[src/fdshadow_pkg.sv]
// Purpose: constants and carriers for the floppy shadow and force-change block
// Assumes: one system clock, synchronous active-high reset
// Notes: index values are the shadow index numbers seen by the system side
package fdshadow_pkg;
    // shadow index numbers
    localparam logic [7:0] IDX_FORCE_CHANGE = 8'h99;
    localparam logic [7:0] IDX_RATE_SHADOW = 8'h9a;
    // reset values
    localparam logic [7:0] FORCE_CHANGE_RST = 8'h03;
    localparam logic [7:0] RATE_SHADOW_RST = 8'h00;
    // field positions
    localparam int RATE_LOW_MSB = 1;
    localparam int DIR_CHANGE_BIT = 7;

    // write strobes from the floppy register decode
    typedef struct packed {
        logic data_rate_wr;
        logic config_ctrl_wr;
        logic force_wr;
        logic [7:0] wdata;
    } fd_write_t;

    // index read port
    typedef struct packed {
        logic rd;
        logic [7:0] index;
    } idx_read_t;
endpackage : fdshadow_pkg

[src/floppy_shadow_force_diskchange.sv]
// Purpose: rate select shadow and sticky forced media change for floppy
// Assumes: inputs synchronous to clk_in; step pulse active low
// Notes: dir bit 7 and index read data are registered, one cycle late
`timescale 1ns/1ps

// How it works
// - rate or config write updates shadow bits 1:0
// - only rate write updates shadow bits 7:2
// - software sets force bits, zero never clears
// - step with select clears matching force bit
// - dir bit7 = gated force bits or change
// - both registers readable through index port
module floppy_shadow_force_diskchange
    import fdshadow_pkg::*;
(
    // clock and reset
    input wire logic clk_in,
    input wire logic rst_in,
    // floppy register writes
    input wire logic data_rate_wr_in,
    input wire logic config_ctrl_wr_in,
    input wire logic [7:0] wdata_in,
    // index register port
    input wire logic idx_rd_in,
    input wire logic idx_wr_in,
    input wire logic [7:0] idx_in,
    output logic [7:0] idx_rdata_out,
    // drive interface
    input wire logic head_step_pulse_n_in,
    input wire logic drive_sel0_in,
    input wire logic drive_sel1_in,
    input wire logic media_change_input_in,
    // digital input register bit 7
    output logic dir_change_out
);
    // drive selects served by the sticky force bits
    localparam int NUM_DRIVES = 2;

    // request carriers
    fd_write_t wr;
    idx_read_t rdp;

    // rate select shadow register
    logic [7:0] rate_select_shadow_q;
    wire logic [7:0] rate_select_shadow_d;
    wire logic rate_low_load;
    wire logic rate_high_load;
    wire logic [RATE_LOW_MSB:0] rate_low_d;
    wire logic [7:RATE_LOW_MSB+1] rate_high_d;

    // sticky forced media change bits
    logic [NUM_DRIVES-1:0] forced_media_change_q;
    wire logic [NUM_DRIVES-1:0] forced_media_change_d;
    wire logic [NUM_DRIVES-1:0] force_set;
    wire logic [NUM_DRIVES-1:0] step_clr;
    wire logic [NUM_DRIVES-1:0] sel;
    wire logic [NUM_DRIVES-1:0] force_gated;
    wire logic step_act;

    // index decode and read data
    wire logic hit_force;
    wire logic hit_rate;
    wire logic [7:0] force_rdata;
    wire logic [7:0] idx_rdata_d;

    // digital input register bit 7
    wire logic dir_change_d;

    assign wr.data_rate_wr = data_rate_wr_in;
    assign wr.config_ctrl_wr = config_ctrl_wr_in;
    // only the force index takes writes; the shadow index is read-only
    assign wr.force_wr = idx_wr_in && (idx_in == IDX_FORCE_CHANGE);
    assign wr.wdata = wdata_in;
    assign rdp.rd = idx_rd_in;
    assign rdp.index = idx_in;

    // low rate bits follow both writes, the rest only the rate write
    assign rate_low_load = wr.data_rate_wr || wr.config_ctrl_wr;
    assign rate_high_load = wr.data_rate_wr;
    assign rate_low_d = rate_low_load
        ? wr.wdata[RATE_LOW_MSB:0]
        : rate_select_shadow_q[RATE_LOW_MSB:0];
    assign rate_high_d = rate_high_load
        ? wr.wdata[7:RATE_LOW_MSB+1]
        : rate_select_shadow_q[7:RATE_LOW_MSB+1];
    assign rate_select_shadow_d = {rate_high_d, rate_low_d};

    assign sel = {drive_sel1_in, drive_sel0_in};
    // step is a level: a held step keeps clearing
    assign step_act = ~head_step_pulse_n_in;

    for (genvar i = 0; i < NUM_DRIVES; i++) begin : g_force
        // a written one sets, a written zero leaves the bit alone
        assign force_set[i] = wr.force_wr && wr.wdata[i];
        assign step_clr[i] = step_act && sel[i];
        // set wins over a step clear in the same cycle
        assign forced_media_change_d[i] = force_set[i]
            || (forced_media_change_q[i] && !step_clr[i]);
        assign force_gated[i] = forced_media_change_q[i] && sel[i];
    end

    assign dir_change_d = (|force_gated) || media_change_input_in;

    assign hit_force = rdp.index == IDX_FORCE_CHANGE;
    assign hit_rate = rdp.index == IDX_RATE_SHADOW;
    assign force_rdata = {{(8-NUM_DRIVES){1'b0}}, forced_media_change_q};
    // read data holds between reads; unmapped indexes read zero
    assign idx_rdata_d = !rdp.rd ? idx_rdata_out
        : hit_rate ? rate_select_shadow_q
        : hit_force ? force_rdata
        : 8'h00;

    always_ff @(posedge clk_in) begin
        if (rst_in) begin
            rate_select_shadow_q <= RATE_SHADOW_RST;
        end else begin
            rate_select_shadow_q <= rate_select_shadow_d;
        end
    end

    always_ff @(posedge clk_in) begin
        if (rst_in) begin
            forced_media_change_q <= FORCE_CHANGE_RST[NUM_DRIVES-1:0];
        end else begin
            forced_media_change_q <= forced_media_change_d;
        end
    end

    always_ff @(posedge clk_in) begin
        if (rst_in) begin
            idx_rdata_out <= 8'h00;
            dir_change_out <= 1'b0;
        end else begin
            idx_rdata_out <= idx_rdata_d;
            dir_change_out <= dir_change_d;
        end
    end

    // checks
    property p_rate_low;
        @(posedge clk_in) disable iff (rst_in)
        config_ctrl_wr_in || data_rate_wr_in |=>
            rate_select_shadow_q[1:0] == $past(wdata_in[1:0]);
    endproperty
    a_rate_low: assert property (p_rate_low) else $error("low bits");

    property p_rate_load_high;
        @(posedge clk_in) disable iff (rst_in)
        data_rate_wr_in |=>
            rate_select_shadow_q[7:2] == $past(wdata_in[7:2]);
    endproperty
    a_rate_load_high: assert property (p_rate_load_high)
        else $error("high bits not loaded");

    property p_rate_high;
        @(posedge clk_in) disable iff (rst_in)
        !data_rate_wr_in |=>
            rate_select_shadow_q[7:2] == $past(rate_select_shadow_q[7:2]);
    endproperty
    a_rate_high: assert property (p_rate_high) else $error("high bits");

    property p_no_soft_clear;
        @(posedge clk_in) disable iff (rst_in)
        forced_media_change_q[0] && !step_clr[0] |=>
            forced_media_change_q[0];
    endproperty
    a_no_soft_clear: assert property (p_no_soft_clear)
        else $error("force cleared");

    property p_no_soft_clear1;
        @(posedge clk_in) disable iff (rst_in)
        forced_media_change_q[1] && !step_clr[1] |=>
            forced_media_change_q[1];
    endproperty
    a_no_soft_clear1: assert property (p_no_soft_clear1)
        else $error("force bit one cleared");

    property p_soft_set0;
        @(posedge clk_in) disable iff (rst_in)
        force_set[0] |=> forced_media_change_q[0];
    endproperty
    a_soft_set0: assert property (p_soft_set0)
        else $error("force bit zero not set");

    property p_soft_set1;
        @(posedge clk_in) disable iff (rst_in)
        force_set[1] |=> forced_media_change_q[1];
    endproperty
    a_soft_set1: assert property (p_soft_set1)
        else $error("force bit one not set");

    property p_step_clear;
        @(posedge clk_in) disable iff (rst_in)
        step_clr[1] && !force_set[1] |=> !forced_media_change_q[1];
    endproperty
    a_step_clear: assert property (p_step_clear)
        else $error("no clear");

    property p_step_clear0;
        @(posedge clk_in) disable iff (rst_in)
        step_clr[0] && !force_set[0] |=> !forced_media_change_q[0];
    endproperty
    a_step_clear0: assert property (p_step_clear0)
        else $error("no clear of bit zero");

    property p_dir;
        @(posedge clk_in) disable iff (rst_in)
        media_change_input_in |=> dir_change_out;
    endproperty
    a_dir: assert property (p_dir) else $error("dir bit");

    property p_dir_force;
        @(posedge clk_in) disable iff (rst_in)
        (forced_media_change_q[0] && drive_sel0_in)
            || (forced_media_change_q[1] && drive_sel1_in) |=>
            dir_change_out;
    endproperty
    a_dir_force: assert property (p_dir_force)
        else $error("dir bit not forced");

    property p_dir_quiet;
        @(posedge clk_in) disable iff (rst_in)
        !media_change_input_in
            && !(forced_media_change_q[0] && drive_sel0_in)
            && !(forced_media_change_q[1] && drive_sel1_in) |=>
            !dir_change_out;
    endproperty
    a_dir_quiet: assert property (p_dir_quiet)
        else $error("dir bit set without cause");

    property p_idx;
        @(posedge clk_in) disable iff (rst_in)
        idx_rd_in && idx_in == IDX_RATE_SHADOW |=>
            idx_rdata_out == $past(rate_select_shadow_q);
    endproperty
    a_idx: assert property (p_idx) else $error("index read");

    property p_idx_force;
        @(posedge clk_in) disable iff (rst_in)
        idx_rd_in && idx_in == IDX_FORCE_CHANGE |=>
            idx_rdata_out == $past(force_rdata);
    endproperty
    a_idx_force: assert property (p_idx_force)
        else $error("force index read");

    property p_idx_unmapped;
        @(posedge clk_in) disable iff (rst_in)
        idx_rd_in && idx_in != IDX_FORCE_CHANGE
            && idx_in != IDX_RATE_SHADOW |=>
            idx_rdata_out == 8'h00;
    endproperty
    a_idx_unmapped: assert property (p_idx_unmapped)
        else $error("unmapped index read");

    property p_idx_hold;
        @(posedge clk_in) disable iff (rst_in)
        !idx_rd_in |=> $stable(idx_rdata_out);
    endproperty
    a_idx_hold: assert property (p_idx_hold)
        else $error("read data moved");

    property p_ro;
        @(posedge clk_in) disable iff (rst_in)
        idx_wr_in && !data_rate_wr_in && !config_ctrl_wr_in |=>
            $stable(rate_select_shadow_q);
    endproperty
    a_ro: assert property (p_ro) else $error("shadow written");

    c_step: cover property (@(posedge clk_in)
        step_clr[0] && forced_media_change_q[0]);
    c_set: cover property (@(posedge clk_in) force_set[1]);
    c_dir: cover property (@(posedge clk_in) dir_change_out);
    c_set_on_step: cover property (@(posedge clk_in)
        force_set[0] && step_clr[0]);
    c_cfg_only: cover property (@(posedge clk_in)
        config_ctrl_wr_in && !data_rate_wr_in);
endmodule : floppy_shadow_force_diskchange

[config.mk]
export PLATFORM = sky130hd
export DESIGN_NAME = floppy_shadow_force_diskchange
export DESIGN_NICKNAME = d
export VERILOG_FILES = /design/src/fdshadow_pkg.sv /design/src/floppy_shadow_force_diskchange.sv
export SDC_FILE = /design/constraint.sdc
export NUM_CORES = 1
export LEC_CHECK = 0
export BUFFER_PORTS_ARGS = -buffer_cell sky130_fd_sc_hd__buf_4
export CORE_ASPECT_RATIO = 0.75
export CORE_UTILIZATION = 25
export DETAILED_ROUTE_END_ITERATION = 7
export PLACE_DENSITY_LB_ADDON = 0.05
export REMOVE_ABC_BUFFERS = 1
export SLEW_MARGIN = 30
export SYNTH_ARGS = -nofsm -noshare
export SYNTH_HDL_FRONTEND = slang
export SYNTH_SLANG_ARGS = --single-unit
[constraint.sdc]
create_clock -name clk_in -period 2 [get_ports clk_in]
set_clock_uncertainty 0.2 [all_clocks]
set_input_delay 0.3 -clock clk_in [delete_from_list [all_inputs] [get_ports clk_in]]
set_output_delay 0.3 -clock clk_in [all_outputs]
set_load 0.1 [all_outputs]
==> impl_metrics.tcl <==
set metrics [dict create \
    status "finished, final reports clean" \
    yosysUniqueCellTypes 23 \
    powerDensity_nw_per_um2 666.1 \
    crit_family "flip-flops" \
    yosysTopAreaCell "dfxtp_1" \
    period_needed_ps 1384 \
    grt_pass1_vias 648 \
    cpPeakStageDelay_ps 330 \
    routed_wl_mm 1.866 \
    initialDrtViolationCount 23 \
    clockBufferDepth 2 \
    maxCapViolCount 0 \
    postCtsSetupBuffers 0 \
    fin_cells 156 \
    fp.coreArea_sq_um 3042 \
    hold_violations 0 \
    grt_usage 0.1139 \
    cp-end-kind "output port" \
    ioPinCount 35 \
    gp_congestion 0.6932 \
    diodes 0 \
    synth_top_area_share 0.4585 \
    drive_above_1_share 0.4322 \
    antenna_found_initial 0 \
    antenna_left 0 \
    htree_levels 1 \
    worstHoldPathType "input port to flop" \
    clock-sinks 19 \
    dp_cells 152 \
    routed_via_density 4.647 \
    synth_seq_cells 19 \
    leakagePower_uw 0.0004757 \
    cp_max_fo 2 \
    cp.arrival_ps 880 \
    layout_worst_path_cycle_share 0.6918 \
    cp_slowest_cell "dfxtp_1" \
    rows 17 \
    initial_core_util 0.2727 \
    path_buf_inv 1 \
    tns_ps 0 \
    grt-ovfl-total 0 \
    rsz0062_at_grt "no" \
    cts_inserted_buffers 3 \
    yosys_warnings 0 \
    cp-start-kind "flop" \
    setup_viol 0 \
    cts-root-buf "clkbuf_8" \
    max_freq_mhz 722.8 \
    clk_latency_ps 250 \
    dpl.hpwl_mm 1.391 \
    crit_required_ps 1500 \
    syn_area_sq_um 829.5 \
    syn_to_final_growth_pct 39.67 \
    ys_seq_area_frac 0.4585 \
    tightest_slew_ps 281.5 \
    cts_hold_buf 0 \
    die_area_sq_um 3555 \
    wl_per_cell_um 11.96 \
    drc 0 \
    ir_drop_uv 339.0 \
    crit_path_cell_trace "buf_4" \
    cts_resized 0 \
    synth_cells 84 \
    tritoncts "done" \
    crit_type "flop to output port" \
    via_count 725 \
    fp.dieH_um 51.89 \
    portBuffers 34 \
    synth_area_leaders "dfxtp_1 46%, o31ai_2 9.0%, mux2i_1 7.2%" \
    grt_pass1_wl_mm 2.891 \
    cts.clk_slew.worst_paths_ps 70 \
    grt_max_degree 27 \
    max-slew-margin-rel 0.8123 \
    drt_first_pass_iters 4 \
    report.final.slew_viol_count 0 \
    finalNetCount 145 \
    die_x_um 68.52 \
    synth_area_per_cell_sq_um 9.876 \
]
[metal layers]
metal,GRT usage,share of wire,vias to the layer above
li1,-,-,368
met1,0.1493,0.49,333
met2,0.1552,0.41,22
met3,0.05921,0.092,2
met4,0.04167,0.0091,0
met5,0,0,-
[state kept, by name, summed over array words and instances, names as in the netlist]
register               cells
dir_change_out             1
idx_rdata_out              8
rate_select_shadow_q       8
forced_media_change_q      2
[cell type report]
class	count	area (sq um)
Clock buffer	4	45.04
Fill cell	334	1883
Inverter	2	7.507
Multi-Input combinational cell	59	422.9
Sequential cell	19	380.4
Tap cell	38	47.55
Timing Repair Buffer	34	255.2
[kinds of logic (layout without fill, tap and decap cells)]
group,count (synthesis),count (layout),synth area share
simple gates,34,34,0.2489
compound gates,19,19,0.1885
flops,19,19,0.4585
mux,6,6,0.07240
buf+inv,6,40,0.03167
[Yosys cell counts]
library cell and instances:
buf_2 3, nand3_4 1, or3b_2 5, o31ai_2 6, and4bb_2 1, and2b_1 1
a21oi_1 4, a221oi_1 1, nand4b_1 1, clkbuf_1 1, mux2i_1 6, dfxtp_1 19
o32ai_1 2, or3b_1 1, a22oi_1 2, inv_1 2, nor2_1 8, nand2b_1 2
nor2b_1 2, o21ai_0 4, nand2_1 9, and2b_2 1, nand3_1 2
[final timing paths]
path	from	end	slack, ps	cells after the start
setup / recovery	idx_rdata_out[2]	idx_rdata_out[2]	620	1
hold / removal	media_change_input_in	dir_change_out	70	3
setup reg to reg	idx_rdata_out[2]	idx_rdata_out[2]	870	2
hold reg to reg	idx_rdata_out[0]	idx_rdata_out[0]	270	2
[cell usage in the layout (no fill, tap or decap)]
cell type / instances
or3b_1: 1
nor2_1: 8
nand4b_1: 1
o31ai_2: 6
a21oi_1: 4
and4bb_2: 1
buf_4: 34
inv_1: 2
clkbuf_8: 3
a22oi_1: 2
o21ai_0: 4
o32ai_1: 2
nor2b_1: 2
and2b_1: 1
and2b_2: 1
dfxtp_1: 19
a221oi_1: 1
mux2i_1: 6
nand2_1: 9
nand3_4: 1
clkbuf_1: 1
nand3_1: 2
nand2b_1: 2
or3b_2: 5
[per-stage QoR]
step                power, uW  hold slack (ps)    util  worst slack [ps]  cell area, sq um
global route            809.6            84.33  0.3809             577.7              1159
detailed placement      514.6            266.5  0.3661             593.2              1114
floorplan               450.3            169.1       -             224.8             810.8
finish                  771.8            67.74  0.3809             616.4              1159
CTS                     787.6            64.74  0.3809             605.5              1159
global placement        513.4            258.8  0.3661             620.2              1114
[power by group]
| group | switching [uW] | total (uW) | internal [uW] |
|---|---|---|---|
| logic | 52.2 | 104 | 52.0 |
| registers | 7.88 | 400 | 392 |
| clock network | 126 | 267 | 142 |
| total | 186 | 772 | 586 |
Power figures use the tool's default switching activity.
